### src/gnssu_fifo_unused.sv
`timescale 1ns/10ps
`default_nettype none
`default_nettype wire

### src/gnssu_pkg.sv
// constants, types and helpers shared by the receiver serial port and timing pulse logic
package gnssu_pkg;

  // ****************************************************
  // clock and line
  // ****************************************************
  localparam int unsigned CLK_HZ    = 40_000_000;
  localparam int unsigned NUM_RATES = 7;
  localparam int unsigned RATE_BPS [0:6] = '{9600, 14400, 19200, 38400, 57600, 115200, 961200};
  localparam logic [2:0]  RATE_IDX_DEFAULT = 3'h5;
  localparam int unsigned DATA_BITS = 8;
  localparam int unsigned STOP_BITS = 1;
  localparam int unsigned DIV_W     = 16;
  localparam logic        LINE_IDLE = 1'b1;
  localparam logic        START_BIT = 1'b0;
  localparam logic [2:0]  LAST_BIT  = 3'h7;

  // ****************************************************
  // sentence set and commands
  // ****************************************************
  localparam int unsigned MSG_RMC = 0;
  localparam int unsigned MSG_GGA = 1;
  localparam int unsigned MSG_GSV = 2;
  localparam int unsigned MSG_GSA = 3;
  localparam logic [3:0]  MSG_MASK_DEFAULT = 4'hf;
  localparam logic [3:0]  CMD_SET_MSG  = 4'ha;
  localparam logic [3:0]  CMD_SET_RATE = 4'hb;

  // ****************************************************
  // timing pulse, real-time clock and transmit buffer depth
  // ****************************************************
  localparam int unsigned MIN_SATS      = 4;
  localparam int unsigned PPS_WIDTH_MS  = 100;
  localparam int unsigned PPS_WIDTH_CYC = CLK_HZ / 1000 * PPS_WIDTH_MS;
  localparam int unsigned SEC_CYC       = CLK_HZ;
  localparam int unsigned TICK_W        = 26;
  localparam int unsigned FIFO_DEPTH    = 16;

  // ****************************************************
  // types
  // ****************************************************
  typedef struct packed {
    logic [2:0] rate_idx;
    logic [3:0] msg_mask;
  } gnssu_cfg_t;

  typedef struct packed {
    logic [1:0] msg_type;
    logic [7:0] data;
  } gnssu_tx_word_t;

  typedef struct packed {
    logic [7:0] data;
    logic       frame_err;
  } gnssu_rx_t;

  typedef enum logic [1:0] {
    LN_IDLE,
    LN_START,
    LN_DATA,
    LN_STOP
  } gnssu_line_state_t;

  // cycles per bit, rounded to nearest
  function automatic logic [DIV_W-1:0] baud_div(input int unsigned clk_hz,
                                                input logic [2:0] idx);
    int unsigned r;
    int unsigned q;
    r = RATE_BPS[RATE_IDX_DEFAULT];
    if (32'(idx) < NUM_RATES) begin
      r = RATE_BPS[idx];
    end
    q = (clk_hz + r / 2) / r;
    return q[DIV_W-1:0];
  endfunction

endpackage

### src/gnssu_fifo.sv
// transmit byte fifo with valid and ready on both sides
`timescale 1ns/10ps
`default_nettype none
module gnssu_fifo #(
  parameter int unsigned WIDTH = 10,
  parameter int unsigned DEPTH = 16
) (
  // clock and reset
  input  wire logic             i_sys_clk,
  input  wire logic             i_rst,
  // fill side
  input  wire logic [WIDTH-1:0] i_wr_data,
  input  wire logic             i_wr_valid,
  output logic                  o_wr_ready,
  // drain side
  output logic      [WIDTH-1:0] o_rd_data,
  output logic                  o_rd_valid,
  input  wire logic             i_rd_ready
);
  localparam int unsigned PW = $clog2(DEPTH);
  localparam logic [PW:0] FULL_CNT = (PW+1)'(DEPTH);
  localparam logic [PW-1:0] LAST_PTR = PW'(DEPTH - 1);

  logic [WIDTH-1:0] mem_ff [DEPTH];
  logic [PW-1:0]    wr_ptr_ff;
  logic [PW-1:0]    nxt_wr_ptr;
  logic [PW-1:0]    rd_ptr_ff;
  logic [PW-1:0]    nxt_rd_ptr;
  logic [PW:0]      count_ff;
  logic [PW:0]      nxt_count;
  logic             wr_ready_ff;
  logic             rd_valid_ff;
  logic             push;
  logic             pop;

  // ****************************************************
  // pointers and flags
  // ****************************************************
  always_comb begin
    push       = i_wr_valid && wr_ready_ff;
    pop        = i_rd_ready && rd_valid_ff;
    nxt_wr_ptr = wr_ptr_ff;
    nxt_rd_ptr = rd_ptr_ff;
    nxt_count  = count_ff;
    if (push) begin
      nxt_wr_ptr = (wr_ptr_ff == LAST_PTR) ? '0 : wr_ptr_ff + 1'b1;
    end
    if (pop) begin
      nxt_rd_ptr = (rd_ptr_ff == LAST_PTR) ? '0 : rd_ptr_ff + 1'b1;
    end
    if (push && !pop) begin
      nxt_count = count_ff + 1'b1;
    end else if (pop && !push) begin
      nxt_count = count_ff - 1'b1;
    end
  end

  always_ff @(posedge i_sys_clk) begin
    if (i_rst) begin
      wr_ptr_ff   <= '0;
      rd_ptr_ff   <= '0;
      count_ff    <= '0;
      wr_ready_ff <= 1'b0;
      rd_valid_ff <= 1'b0;
    end else begin
      wr_ptr_ff   <= nxt_wr_ptr;
      rd_ptr_ff   <= nxt_rd_ptr;
      count_ff    <= nxt_count;
      wr_ready_ff <= (nxt_count != FULL_CNT);
      rd_valid_ff <= (nxt_count != '0);
    end
  end

  // ****************************************************
  // storage
  // ****************************************************
  always_ff @(posedge i_sys_clk) begin
    if (push) begin
      mem_ff[wr_ptr_ff] <= i_wr_data;
    end
  end

  assign o_wr_ready = wr_ready_ff;
  assign o_rd_valid = rd_valid_ff;
  assign o_rd_data  = mem_ff[rd_ptr_ff];
endmodule
`default_nettype wire

### src/gnssu_rx.sv
// serial receive path: pin synchroniser, framing and byte capture
`timescale 1ns/10ps
`default_nettype none
module gnssu_rx
  import gnssu_pkg::*;
(
  // clock and reset
  input  wire logic             i_sys_clk,
  input  wire logic             i_rst,
  // line and control
  input  wire logic             i_rxd,
  input  wire logic             i_enable,
  input  wire logic [DIV_W-1:0] i_div,
  // received byte
  output gnssu_rx_t             o_rx,
  output logic                  o_valid
);
  logic              sync1_ff;
  logic              sync2_ff;
  logic              sync3_ff;
  logic              filt_ff;
  logic              nxt_filt;
  gnssu_line_state_t state_ff;
  gnssu_line_state_t nxt_state;
  logic [DIV_W-1:0]  cnt_ff;
  logic [DIV_W-1:0]  nxt_cnt;
  logic [2:0]        bit_ff;
  logic [2:0]        nxt_bit;
  logic [7:0]        shift_ff;
  logic [7:0]        nxt_shift;
  gnssu_rx_t         rx_ff;
  gnssu_rx_t         nxt_rx;
  logic              valid_ff;
  logic              nxt_valid;

  // ****************************************************
  // synchroniser
  // ****************************************************
  always_comb begin
    nxt_filt = (sync2_ff == sync3_ff) ? sync3_ff : filt_ff;
  end

  always_ff @(posedge i_sys_clk) begin
    if (i_rst) begin
      sync1_ff <= LINE_IDLE;
      sync2_ff <= LINE_IDLE;
      sync3_ff <= LINE_IDLE;
      filt_ff  <= LINE_IDLE;
    end else begin
      sync1_ff <= i_rxd;
      sync2_ff <= sync1_ff;
      sync3_ff <= sync2_ff;
      filt_ff  <= nxt_filt;
    end
  end

  // ****************************************************
  // framing
  // ****************************************************
  always_comb begin
    nxt_state = state_ff;
    nxt_cnt   = cnt_ff;
    nxt_bit   = bit_ff;
    nxt_shift = shift_ff;
    nxt_rx    = rx_ff;
    nxt_valid = 1'b0;
    case (state_ff)
      LN_IDLE: begin
        if (i_enable && filt_ff == START_BIT) begin
          nxt_state = LN_START;
          nxt_cnt   = i_div >> 1;
        end
      end
      LN_START: begin
        if (cnt_ff == '0) begin
          nxt_state = (filt_ff == START_BIT) ? LN_DATA : LN_IDLE;
          nxt_cnt   = i_div - 1'b1;
          nxt_bit   = '0;
        end else begin
          nxt_cnt = cnt_ff - 1'b1;
        end
      end
      LN_DATA: begin
        if (cnt_ff == '0) begin
          nxt_shift = {filt_ff, shift_ff[7:1]};
          nxt_cnt   = i_div - 1'b1;
          nxt_bit   = bit_ff + 1'b1;
          if (bit_ff == LAST_BIT) begin
            nxt_state = LN_STOP;
          end
        end else begin
          nxt_cnt = cnt_ff - 1'b1;
        end
      end
      LN_STOP: begin
        if (cnt_ff == '0) begin
          nxt_rx.data      = shift_ff;
          nxt_rx.frame_err = (filt_ff != LINE_IDLE);
          nxt_valid        = 1'b1;
          nxt_state        = LN_IDLE;
        end else begin
          nxt_cnt = cnt_ff - 1'b1;
        end
      end
      default: begin
        nxt_state = LN_IDLE;
      end
    endcase
  end

  always_ff @(posedge i_sys_clk) begin
    if (i_rst) begin
      state_ff <= LN_IDLE;
      cnt_ff   <= '0;
      bit_ff   <= '0;
      shift_ff <= '0;
      rx_ff    <= '0;
      valid_ff <= 1'b0;
    end else begin
      state_ff <= nxt_state;
      cnt_ff   <= nxt_cnt;
      bit_ff   <= nxt_bit;
      shift_ff <= nxt_shift;
      rx_ff    <= nxt_rx;
      valid_ff <= nxt_valid;
    end
  end

  assign o_rx    = rx_ff;
  assign o_valid = valid_ff;
endmodule
`default_nettype wire

### src/gnssu_top.sv
// receiver host port: serial link, command decode, timing pulse and backed-up clock
//
// Summary of operation
// - link runs at 9600, 14400, 19200, 38400, 57600, 115200 or 961200 bps.
// - power-up rate 115200; frames carry eight data bits, no parity, one stop.
// - no handshake lines and no clocked mode; neither side paces the other.
// - transmit line carries sentences out; receive line takes host commands in.
// - default sentence set is RMC, GGA, GSV and GSA until a command changes it.
// - device is the DCE end; its transmit feeds host receive and vice versa.
// - with 3D fix from four or more satellites, one pulse per UTC second.
// - without a fix the timing output stays low with no pulses.
// - on backup supply, working state is held and the real-time clock keeps running; serial receive and transmit stop.
`timescale 1ns/10ps
`default_nettype none
module gnssu_top
  import gnssu_pkg::*;
#(
  parameter int unsigned CLK_FREQ_HZ = CLK_HZ,
  parameter int unsigned PPS_CYC     = PPS_WIDTH_CYC,
  parameter int unsigned SECOND_CYC  = SEC_CYC,
  parameter int unsigned TX_DEPTH    = FIFO_DEPTH
) (
  // clock and reset
  input  wire logic       i_sys_clk,
  input  wire logic       i_rst,
  // sentence bytes from the positioning engine
  input  wire logic [7:0] i_tx_data,
  input  wire logic [1:0] i_tx_msg_type,
  input  wire logic       i_tx_valid,
  output logic            o_tx_ready,
  // serial pins
  output logic            o_txd,
  input  wire logic       i_rxd,
  // received command bytes
  output logic [7:0]      o_rx_data,
  output logic            o_rx_valid,
  output logic            o_rx_frame_err,
  // fix status and second marks
  input  wire logic       i_fix_3d,
  input  wire logic [4:0] i_sat_count,
  input  wire logic       i_utc_sec_mark,
  input  wire logic       i_backup_mode,
  // timing and state
  output logic            o_second_tick_output,
  output logic [3:0]      o_msg_mask,
  output logic [2:0]      o_rate_idx,
  output logic [31:0]     o_rtc_seconds
);
  localparam logic [TICK_W-1:0] PPS_LAST = TICK_W'(PPS_CYC - 1);
  localparam logic [TICK_W-1:0] SEC_LAST = TICK_W'(SECOND_CYC - 1);
  localparam logic [4:0]        SATS_MIN = 5'(MIN_SATS);
  localparam logic [2:0]        RATE_MAX = 3'(NUM_RATES - 1);

  gnssu_cfg_t        cfg_ff;
  gnssu_cfg_t        nxt_cfg;
  logic [DIV_W-1:0]  div_ff;
  logic [DIV_W-1:0]  nxt_div;
  gnssu_tx_word_t    fifo_in;
  gnssu_tx_word_t    fifo_out;
  logic              fifo_rd_valid;
  logic              fifo_rd_ready;
  gnssu_rx_t         rx_byte;
  logic              rx_valid;
  gnssu_line_state_t tx_state_ff;
  gnssu_line_state_t nxt_tx_state;
  logic [DIV_W-1:0]  tx_cnt_ff;
  logic [DIV_W-1:0]  nxt_tx_cnt;
  logic [2:0]        tx_bit_ff;
  logic [2:0]        nxt_tx_bit;
  logic [7:0]        tx_shift_ff;
  logic [7:0]        nxt_tx_shift;
  logic              txd_ff;
  logic              nxt_txd;
  logic              fix_ok;
  logic [TICK_W-1:0] pps_cnt_ff;
  logic [TICK_W-1:0] nxt_pps_cnt;
  logic              pps_ff;
  logic              nxt_pps;
  logic [TICK_W-1:0] sub_ff;
  logic [TICK_W-1:0] nxt_sub;
  logic [31:0]       sec_ff;
  logic [31:0]       nxt_sec;

  // ****************************************************
  // transmit buffer
  // ****************************************************
  assign fifo_in = '{msg_type: i_tx_msg_type, data: i_tx_data};

  gnssu_fifo #(
    .WIDTH ($bits(gnssu_tx_word_t)),
    .DEPTH (TX_DEPTH)
  ) u_tx_fifo (
    .i_sys_clk  (i_sys_clk),
    .i_rst      (i_rst),
    .i_wr_data  (fifo_in),
    .i_wr_valid (i_tx_valid),
    .o_wr_ready (o_tx_ready),
    .o_rd_data  (fifo_out),
    .o_rd_valid (fifo_rd_valid),
    .i_rd_ready (fifo_rd_ready)
  );

  // ****************************************************
  // receive path
  // ****************************************************
  gnssu_rx u_rx (
    .i_sys_clk (i_sys_clk),
    .i_rst     (i_rst),
    .i_rxd     (i_rxd),
    .i_enable  (!i_backup_mode),
    .i_div     (div_ff),
    .o_rx      (rx_byte),
    .o_valid   (rx_valid)
  );

  // ****************************************************
  // configuration by host command
  // ****************************************************
  always_comb begin
    nxt_cfg = cfg_ff;
    if (rx_valid && !rx_byte.frame_err) begin
      if (rx_byte.data[7:4] == CMD_SET_MSG) begin
        nxt_cfg.msg_mask = rx_byte.data[3:0];
      end else if (rx_byte.data[7:4] == CMD_SET_RATE && rx_byte.data[2:0] <= RATE_MAX
                   && rx_byte.data[3] == 1'b0) begin
        nxt_cfg.rate_idx = rx_byte.data[2:0];
      end
    end
    nxt_div = baud_div(CLK_FREQ_HZ, cfg_ff.rate_idx);
  end

  always_ff @(posedge i_sys_clk) begin
    if (i_rst) begin
      cfg_ff.rate_idx <= RATE_IDX_DEFAULT;
      cfg_ff.msg_mask <= MSG_MASK_DEFAULT;
      div_ff          <= baud_div(CLK_FREQ_HZ, RATE_IDX_DEFAULT);
    end else begin
      cfg_ff <= nxt_cfg;
      div_ff <= nxt_div;
    end
  end

  // ****************************************************
  // transmit framing, free running, no flow control
  // ****************************************************
  assign fifo_rd_ready = (tx_state_ff == LN_IDLE) && !i_backup_mode;

  always_comb begin
    nxt_tx_state = tx_state_ff;
    nxt_tx_cnt   = tx_cnt_ff;
    nxt_tx_bit   = tx_bit_ff;
    nxt_tx_shift = tx_shift_ff;
    nxt_txd      = txd_ff;
    case (tx_state_ff)
      LN_IDLE: begin
        nxt_txd = LINE_IDLE;
        if (fifo_rd_ready && fifo_rd_valid && cfg_ff.msg_mask[fifo_out.msg_type]) begin
          nxt_tx_state = LN_START;
          nxt_tx_shift = fifo_out.data;
          nxt_tx_cnt   = div_ff - 1'b1;
          nxt_txd      = START_BIT;
        end
      end
      LN_START: begin
        if (tx_cnt_ff == '0) begin
          nxt_tx_state = LN_DATA;
          nxt_txd      = tx_shift_ff[0];
          nxt_tx_bit   = '0;
          nxt_tx_cnt   = div_ff - 1'b1;
        end else begin
          nxt_tx_cnt = tx_cnt_ff - 1'b1;
        end
      end
      LN_DATA: begin
        if (tx_cnt_ff == '0) begin
          nxt_tx_cnt = div_ff - 1'b1;
          if (tx_bit_ff == LAST_BIT) begin
            nxt_tx_state = LN_STOP;
            nxt_txd      = LINE_IDLE;
          end else begin
            nxt_tx_shift = tx_shift_ff >> 1;
            nxt_txd      = tx_shift_ff[1];
            nxt_tx_bit   = tx_bit_ff + 1'b1;
          end
        end else begin
          nxt_tx_cnt = tx_cnt_ff - 1'b1;
        end
      end
      LN_STOP: begin
        if (tx_cnt_ff == '0) begin
          nxt_tx_state = LN_IDLE;
        end else begin
          nxt_tx_cnt = tx_cnt_ff - 1'b1;
        end
      end
      default: begin
        nxt_tx_state = LN_IDLE;
      end
    endcase
  end

  always_ff @(posedge i_sys_clk) begin
    if (i_rst) begin
      tx_state_ff <= LN_IDLE;
      tx_cnt_ff   <= '0;
      tx_bit_ff   <= '0;
      tx_shift_ff <= '0;
      txd_ff      <= LINE_IDLE;
    end else begin
      tx_state_ff <= nxt_tx_state;
      tx_cnt_ff   <= nxt_tx_cnt;
      tx_bit_ff   <= nxt_tx_bit;
      tx_shift_ff <= nxt_tx_shift;
      txd_ff      <= nxt_txd;
    end
  end

  // ****************************************************
  // timing pulse
  // ****************************************************
  always_comb begin
    fix_ok      = i_fix_3d && (i_sat_count >= SATS_MIN);
    nxt_pps_cnt = pps_cnt_ff;
    nxt_pps     = pps_ff;
    if (!fix_ok) begin
      nxt_pps_cnt = '0;
      nxt_pps     = 1'b0;
    end else if (i_utc_sec_mark) begin
      nxt_pps_cnt = PPS_LAST;
      nxt_pps     = 1'b1;
    end else if (pps_cnt_ff != '0) begin
      nxt_pps_cnt = pps_cnt_ff - 1'b1;
    end else begin
      nxt_pps = 1'b0;
    end
  end

  always_ff @(posedge i_sys_clk) begin
    if (i_rst) begin
      pps_cnt_ff <= '0;
      pps_ff     <= 1'b0;
    end else begin
      pps_cnt_ff <= nxt_pps_cnt;
      pps_ff     <= nxt_pps;
    end
  end

  // ****************************************************
  // real-time clock, runs in backup mode too
  // ****************************************************
  always_comb begin
    nxt_sub = sub_ff + 1'b1;
    nxt_sec = sec_ff;
    if ((fix_ok && i_utc_sec_mark) || sub_ff >= SEC_LAST) begin
      nxt_sub = '0;
      nxt_sec = sec_ff + 1'b1;
    end
  end

  always_ff @(posedge i_sys_clk) begin
    if (i_rst) begin
      sub_ff <= '0;
      sec_ff <= '0;
    end else begin
      sub_ff <= nxt_sub;
      sec_ff <= nxt_sec;
    end
  end

  // ****************************************************
  // outputs
  // ****************************************************
  assign o_txd                = txd_ff;
  assign o_rx_data            = rx_byte.data;
  assign o_rx_valid           = rx_valid;
  assign o_rx_frame_err       = rx_byte.frame_err;
  assign o_second_tick_output = pps_ff;
  assign o_msg_mask           = cfg_ff.msg_mask;
  assign o_rate_idx           = cfg_ff.rate_idx;
  assign o_rtc_seconds        = sec_ff;
endmodule
`default_nettype wire

### config.mk
export PLATFORM = sky130hd
export DESIGN_NAME = gnssu_top
export DESIGN_NICKNAME = d
export VERILOG_FILES = /design/src/gnssu_fifo_unused.sv /design/src/gnssu_pkg.sv /design/src/gnssu_fifo.sv /design/src/gnssu_rx.sv /design/src/gnssu_top.sv
export SDC_FILE = /design/constraint.sdc
export NUM_CORES = 1
export LEC_CHECK = 0
export BUFFER_PORTS_ARGS = -buffer_cell sky130_fd_sc_hd__buf_2
export CORE_MARGIN = 3
export CORE_UTILIZATION = 41
export DETAILED_ROUTE_END_ITERATION = 7
export SYNTH_ARGS = -nofsm -noshare
export SYNTH_HDL_FRONTEND = slang
export SYNTH_SLANG_ARGS = --single-unit
export TNS_END_PERCENT = 1
### constraint.sdc
create_clock -name i_sys_clk -period 40.4 [get_ports i_sys_clk]
set_clock_uncertainty 0.2 [all_clocks]
set_input_delay 2.02 -clock i_sys_clk [delete_from_list [all_inputs] [get_ports i_sys_clk]]
set_output_delay 2.02 -clock i_sys_clk [all_outputs]
set_load 0.01 [all_outputs]
* After elaboration in Yosys (flattened, before gate mapping) *
Memory sizes are Yosys's and may differ from the RTL's. A register that Yosys moved wholly into a read port is not among the register bits.
Index checks and enable logic that the tools add are counted.

storage, ports and cells
  flip-flop bits (word level) = 196
  ROM bits = 256
  logic and storage cells = 186
  memory bits (writable) = 160
  memories kept = 2

operators by class
  magnitude comparators = 6
  bitwise operators = 6
  reductions and logical operators = 46
  equal/unequal tests = 28
  div/mod/pow operators = 1
  $add $sub $neg = 13
  multiplexer cells = 55

memory list
  name              depth  bits a word  read ports  clocked after Yosys merged registers in  write ports  line              source
  (no name shown)   8      32           1           0                                        0            gnssu_pkg.sv:71   r = RATE_BPS[idx];
  u_tx_fifo.mem_ff  16     10           1           1                                        1            gnssu_fifo.sv:24  logic [WIDTH-1:0] mem_ff [DEPTH];

operators by type and width
  operator                                                               count
  16-bit two-way mux                                                     6
  32-bit two-way mux                                                     3
  16-bit case mux with 3 select lines                                    2
  16-bit by 1-bit subtractor with 16-bit output (second input constant)  3
  22-bit two-way mux                                                     2
  26-bit by 31-bit adder with 32-bit output (first input constant)       1
  32-bit by 1-bit adder with 32-bit output (second input constant)       1
  32-bit by 32-bit divider with 32-bit output                            1
  16-bit zero test                                                       2
  26-bit by 1-bit adder with 26-bit output (second input constant)       1
  26-bit greater-or-equal comparator (second input constant)             1
  26-bit nonzero test                                                    1
  26-bit by 1-bit subtractor with 26-bit output (second input constant)  1
  8-bit two-way mux                                                      3
  2-bit two-way mux                                                      11
  4-bit equality test (second input constant)                            4
  4-bit two-way mux                                                      4
  2-bit != test (second input constant)                                  8
  2-bit case mux with 4 select lines                                     2
  8-bit case mux with 2 select lines                                     1
  3-bit two-way mux                                                      5
  1-bit logical AND                                                      12
  2-bit by 1-bit != test with 1-bit output (second input constant)       6
  3-bit case mux with 2 select lines                                     2
  other kinds (32)                                                       72

* Depth between registers and ports, before layout *
  depth after elaboration = 7
  mapped depth = 223
  mapped depth without buffers = 200

* Hierarchy *
A second synthesis with hierarchy kept.

unflattened totals
  cells, all modules = 3853
  area, all modules = 32592.5 µm²

by module, submodules not included
  module      cells each  area an instance (µm²)  times used
  gnssu_top   3189        22929.5                 1
  gnssu_fifo  339         7111.8                  1
  gnssu_rx    325         2551.2                  1

* Worst setup path after synthesis *
OpenSTA, ideal clock, no wires.

  path kind = register to register
  start point = reg cfg_ff, in the netlist o_rate_idx[0]
  end point = reg div_ff[0]
  cell stages (with the launch flop) = 174
  buffers on the path = 24
  arrival time = 34613 ps
  slack = 5453 ps
  library setup time = 134 ps
  cell sequence = dfxtp_1 > nor2b_1 > buf_4 > nand2_4 > clkbuf_1 > nand2_1 > clkbuf_1 > clkinv_1 > ha_1 > a21oi_1 > o21ai_1 > nor3b_1 > or2_1 > buf_2 > clkbuf_1 > clkbuf_1 > nor2_1 > a21oi_1 > [138 not listed] > a21oi_1 > ha_1 > a21oi_1 > nor2_1 > and2_1 > o31ai_2 > a211o_1 > nand3_1 > clkbuf_1 > mux2_2 > ha_1 > a21o_1 > a211oi_1 > nand4_1 > a311oi_1 > o211ai_1 > a2111oi_0 > or4b_1

between the ends
  word-level cells in the longest chain between the ends = 7
  elaborated cells between the ends (all ways) = 8
  classes of those cells = 1 x add/sub; 1 x div; 1 x order compare; 3 x mux; 1 x bitwise; 1 x memory

RTL lines
  item                                                    line              source
  start, declared                                         gnssu_top.sv:54   gnssu_cfg_t cfg_ff;
  start signal, assigned                                  gnssu_top.sv:138  cfg_ff <= nxt_cfg;
  3-bit inverter with 4-bit output (not written as such)  gnssu_pkg.sv:71
  memory 8 x 32 bit                                       --
  32-bit two-way mux (not written as such) (2 in a row)   gnssu_pkg.sv:71
  32-bit two-way mux *                                    gnssu_pkg.sv:70   if (32'(idx) < NUM_RATES) begin
  26-bit by 31-bit adder with 32-bit output               gnssu_pkg.sv:73   q = (clk_hz + r / 2) / r;
  32-bit by 32-bit divider with 32-bit output *           gnssu_pkg.sv:73
  end signal, assigned                                    gnssu_top.sv:136  div_ff <= baud_div(CLK_FREQ_HZ, RATE_IDX_DEFAULT);
  end signal, assigned                                    gnssu_top.sv:139  div_ff <= nxt_div;
  end, declared                                           gnssu_top.sv:56   logic [DIV_W-1:0] div_ff;

Every way passes the cells marked *; elsewhere a longest branch is shown, timed or not. The select of a mux whose other input is x is not followed.
A chain may end at the register's enable or synchronous reset.

* Worst setup path in the final report *
  start point = reg cfg_ff, in the netlist o_rate_idx[1]
  end point = reg div_ff[0]

Same word-level chain as after synthesis.

==> results summary <==
The biggest fanout along the worst timing path came out at 21. At the worst endpoint, the required time is slightly above 40 ns. The initial DRC count is about 2300.

The count of final max-slew check failures came out at 21. The DRC violations left came out at 0. Dividing the detail-routed wire length by the instance count gives around 20 µm.

The count of buffer and inverter cells on the critical path came out at 8. The reported max-cap violation count is 0. The maximum clock rate came out at 26.81 MHz. Setup repair after global routing left no endpoint under its margin. The via count of the first global-routing pass is ~27000. The number of warnings printed during yosys synthesis came out at 0. Compared with the post-synthesis result, the final layout area differs by 8.071%. The share of cells above drive strength 1 came out at 0.09401. The register share of total power is 0.456. The die span in y is between 200 and 300 µm.

The most used flip-flop cell after synthesis is dfxtp_1. Detailed placement ended at an HPWL of 70.31 mm. The sequential element share of the synthesized area is 0.2750. The die outline area came out at between 0.08 and 0.09 mm². The class of the tightest hold or removal check is flip-flop to flip-flop. Of the total power, the clock network draws 0.339. The total setup violations reported at the end of the flow came out at 0.

The total of flip-flops plus latches after synthesis is 360. In this run the clock root is driven by a clkbuf_16. For this run, the slowest stage of the critical path takes around 0.95 ns.

The power density of the placed cells is roughly 26 mW/mm². The total instance count after detailed placement is roughly 5000. The largest delay contributor family on the critical path is compound AO/OA/AOI/OAI gates.

The number of cells on the worst reg-to-reg path is between 150 and 200. The switching power summed over all nets came out at between 0.2 and 0.3 mW. VDD sags by at most ~33 µV. The overall via count from detail_route is 29400. A synthesized cell averages a little over 8 µm². The overall die width is around 290 µm. The switching power share of the total is 0.2852.

The leakage power is between 10 and 15 nW. The total global routing overflow is 0. The finished layout holds 4935 standard cells, fillers aside. The critical path is of the flip-flop to flip-flop type. At the pin with the least slew margin, the transition time is ~1.6 ns. The routed design could run at a clock period as short as roughly 37 ns. The wire length of the first global-routing pass came out at 151.2 mm. The endpoint arrival time on the critical path is roughly 38 ns. The detailed-route wire length is approximately 97 mm. The slowest stage of the critical path belongs to the cell or4_1. The clock latency reported for the late side of the worst-skew pair came out at a little under 0.6 ns. The number of clock buffers inserted by TritonCTS is 30. The post-route antenna net violation count came out at 0. After floorplanning, the core was divided into between 100 and 150 placement rows. The total routing resource utilization after global routing is 0.2275.

The buffer levels on the longest clock path came out at 3. Of the total power, combinational logic draws 0.204. The number of cells on the critical path came out at 156. The total power draw came out at 0.9027 mW. The post-CTS setup repair buffer count is 0. The largest net degree at the start of global routing is 58. Counting instances, the worst hold path has a depth of 1. The number of antenna violations at the first check in global routing is 2. The flow ran to the end, but the final reports show violations.

The total count of hold-check failures in the final report came out at 0. The core region is 0.07671 mm². The aggregate negative setup slack came out at 0 ns. The number of I/O port buffers came out at 71.

Cell internal power was estimated by the tool at roughly 0.65 mW. The final layout contains 4169 nets. TritonCTS built the clock tree. The number of clock sinks came out at 360. The number of enable-type register cells in the synthesized netlist is 160. The cell area that synthesis handed to floorplanning was 0.03203 mm². The average vias per placed instance is between 5 and 6. The worst setup path is launched from a flip-flop. The routability-driven placement congestion ratio came out at about 0.93. The cell that appears most often on the critical path is a21oi_1.

The final critical-path share of the clock period is 0.9234. The distinct cell type count of the synthesized netlist is about 110. The worst relative slew slack is -0.07082. CTS built an H-tree with a depth of 1.

For this run, the detailed router's first-pass iteration total came to 8. The register clock-pin slew on the reported worst setup and hold paths is roughly 0.070 ns. The effective utilization at floorplan came out at 0.4175. The worst setup path is captured at a flip-flop. The checks that failed: max-slew violations. In the synthesized netlist, the number of instances is a little under 4000. Of all flip-flops after synthesis, the portion carrying an async set or reset was 0. Pin placement for this block handled 74 I/O pins.
Yosys cell counts (all sizes together) (50+ instances only):
cell type | number | area share
xnor2 | 179 | 0.049
a21oi | 321 | 0.050
nand3 | 114 | 0.018
nor2 | 487 | 0.057
ha | 266 | 0.10
edfxtp | 160 | 0.15
o21a | 50 | 0.012
xor2 | 117 | 0.032
mux4 | 51 | 0.036
a21o | 85 | 0.020
nand2 | 335 | 0.040
inv | 112 | 0.013
clkbuf | 124 | 0.015
nor3 | 100 | 0.016
o21ai | 206 | 0.032
dfxtp | 200 | 0.13
worst register-to-register path, delay by kind of cell, from the launching register on:
family | cells | cell delay, ns
AO/OA/AOI/OAI | 81 | 18.05
multiplexers | 1 | 0.46
AND/OR/NAND/NOR | 48 | 11.04
adder cells (fa/ha/maj) | 14 | 4.53
XOR/XNOR | 4 | 0.80
flip-flops | 1 | 0.59
buffers and inverters | 8 | 1.65
flip-flops by register name (all words and copies together), names as in the netlist, 2 cells and up, named ones only:
name                 cells
u_rx.cnt_ff             16
u_rx.bit_ff              3
u_tx_fifo.wr_ptr_ff      4
o_rate_idx               3
u_tx_fifo.count_ff       5
sub_ff                  26
o_rtc_seconds           32
pps_cnt_ff              26
u_rx.o_rx                9
u_tx_fifo.rd_ptr_ff      4
tx_shift_ff              8
u_tx_fifo.mem_ff       160
tx_bit_ff                3
tx_cnt_ff               16
div_ff                  16
o_msg_mask               4
tx_state_ff              2
u_rx.shift_ff            8
metal layers:
metal | part of all wire | track usage | routed length (µm) | vias up
met3 | 0.065 | 0.02988 | 6304 | 148
met1 | 0.48 | 0.3342 | 46190 | 13980
met2 | 0.43 | 0.3508 | 41370 | 855
li1 | - | - | - | 14420
met5 | 0.00013 | 0 | 13 | -
met4 | 0.028 | 0.05988 | 2736 | 2
cells in the final DEF (no fill, tap or decap), types with 24 or more instances in the layout:
| master | Yosys | routed |
|---|---|---|
| nand2_1 | 332 | 331 |
| or2_2 | 24 | 24 |
| mux4_2 | 51 | 51 |
| buf_2 | 17 | 70 |
| a21oi_1 | 320 | 317 |
| xnor2_1 | 179 | 179 |
| clkbuf_16 | 0 | 30 |
| nor2b_1 | 36 | 35 |
| o22ai_1 | 34 | 34 |
| nor4_1 | 31 | 31 |
| inv_1 | 108 | 108 |
| nand4_1 | 48 | 48 |
| xor2_1 | 116 | 116 |
| mux2i_1 | 41 | 40 |
| a211oi_1 | 46 | 46 |
| buf_4 | 4 | 64 |
| dfxtp_1 | 200 | 197 |
| nor2_1 | 486 | 482 |
| a31oi_1 | 45 | 45 |
| and2_1 | 35 | 35 |
| a21o_1 | 85 | 85 |
| o31ai_1 | 28 | 28 |
| or3_1 | 40 | 40 |
| nor3_1 | 100 | 96 |
| edfxtp_1 | 160 | 160 |
| ha_1 | 266 | 266 |
| nand3_1 | 114 | 114 |
| o21a_1 | 50 | 50 |
| mux2_2 | 36 | 36 |
| o21ai_0 | 191 | 191 |
| and3_1 | 34 | 33 |
| nand2b_1 | 46 | 46 |
| o211ai_1 | 38 | 38 |
power by group through the flow:
stage	combinational [mW]	clock [mW]	sequential [mW]
4_1_cts	0.185	0.314	0.412
5_1_grt	0.208	0.330	0.414
3_3_place_gp	0.182	0	0.419
6_report	0.184	0.306	0.412
2_1_floorplan	0.147	0	0.416
3_5_place_dp	0.184	0	0.420
final cells by class:
| class | instances | area [µm²] |
|---|---|---|
| Fill cell | 7685 | 42100 |
| Antenna cell | 1 | 2.502 |
| Inverter | 117 | 440.4 |
| Clock buffer | 38 | 820.8 |
| Sequential cell | 360 | 8812 |
| Multi-Input combinational cell | 3238 | 22200 |
| Tap cell | 1030 | 1289 |
| Timing Repair Buffer | 134 | 830.8 |
| Clock inverter | 17 | 212.7 |
stage by stage:
| step | hold WS [ns] | cell area [µm²] | setup slack [ns] | utilization |
|---|---|---|---|---|
| 2_1_floorplan | 0.1895 | 32060 | 5.453 | - |
| 3_3_place_gp | 0.1923 | 33560 | 3.052 | 0.4375 |
| 3_5_place_dp | 0.2167 | 33560 | 2.878 | 0.4375 |
| 4_1_cts | 0.2365 | 34590 | 2.781 | 0.4510 |
| 5_1_grt | 0.2533 | 34610 | 0.08306 | 0.4512 |
| 6_report | 0.2258 | 34610 | 3.094 | 0.4512 |
timing repair:
item | 4_1_cts | 5_1_grt
hold buffers | 0 | 0
endpoints found under the setup margin | 0 | 1
gates resized for setup | 0 | 7
cells by family (layout without fill, tap and decap cells):
family                   count (synthesis)  count (layout)  synth area share
buffers and inverters                  283             306           0.03485
AO/OA/AOI/OAI                         1121            1121            0.2322
flip-flops                             360             360            0.2750
multiplexers                           131             131           0.06266
XOR/XNOR                               296             296           0.08118
AND/OR/NAND/NOR                       1412            1412            0.2099
adder cells (fa/ha/maj)                266             266            0.1039
other                                    2              13         0.0002345
path summary, 6_finish.rpt:
path                              startpoint                        to  slack [ns]
hold / removal      u_rx.sync1_ff$_SDFF_PP1_  u_rx.sync2_ff$_SDFF_PP1_        0.23
setup reg to reg  o_rate_idx[1]$_SDFFE_PP0P_      div_ff[0]$_SDFF_PP1_        3.09
setup / recovery  o_rate_idx[1]$_SDFFE_PP0P_      div_ff[0]$_SDFF_PP1_        3.09
hold reg to reg     u_rx.sync1_ff$_SDFF_PP1_  u_rx.sync2_ff$_SDFF_PP1_        0.23
Note: power is estimated with default switching activity, not from simulation.
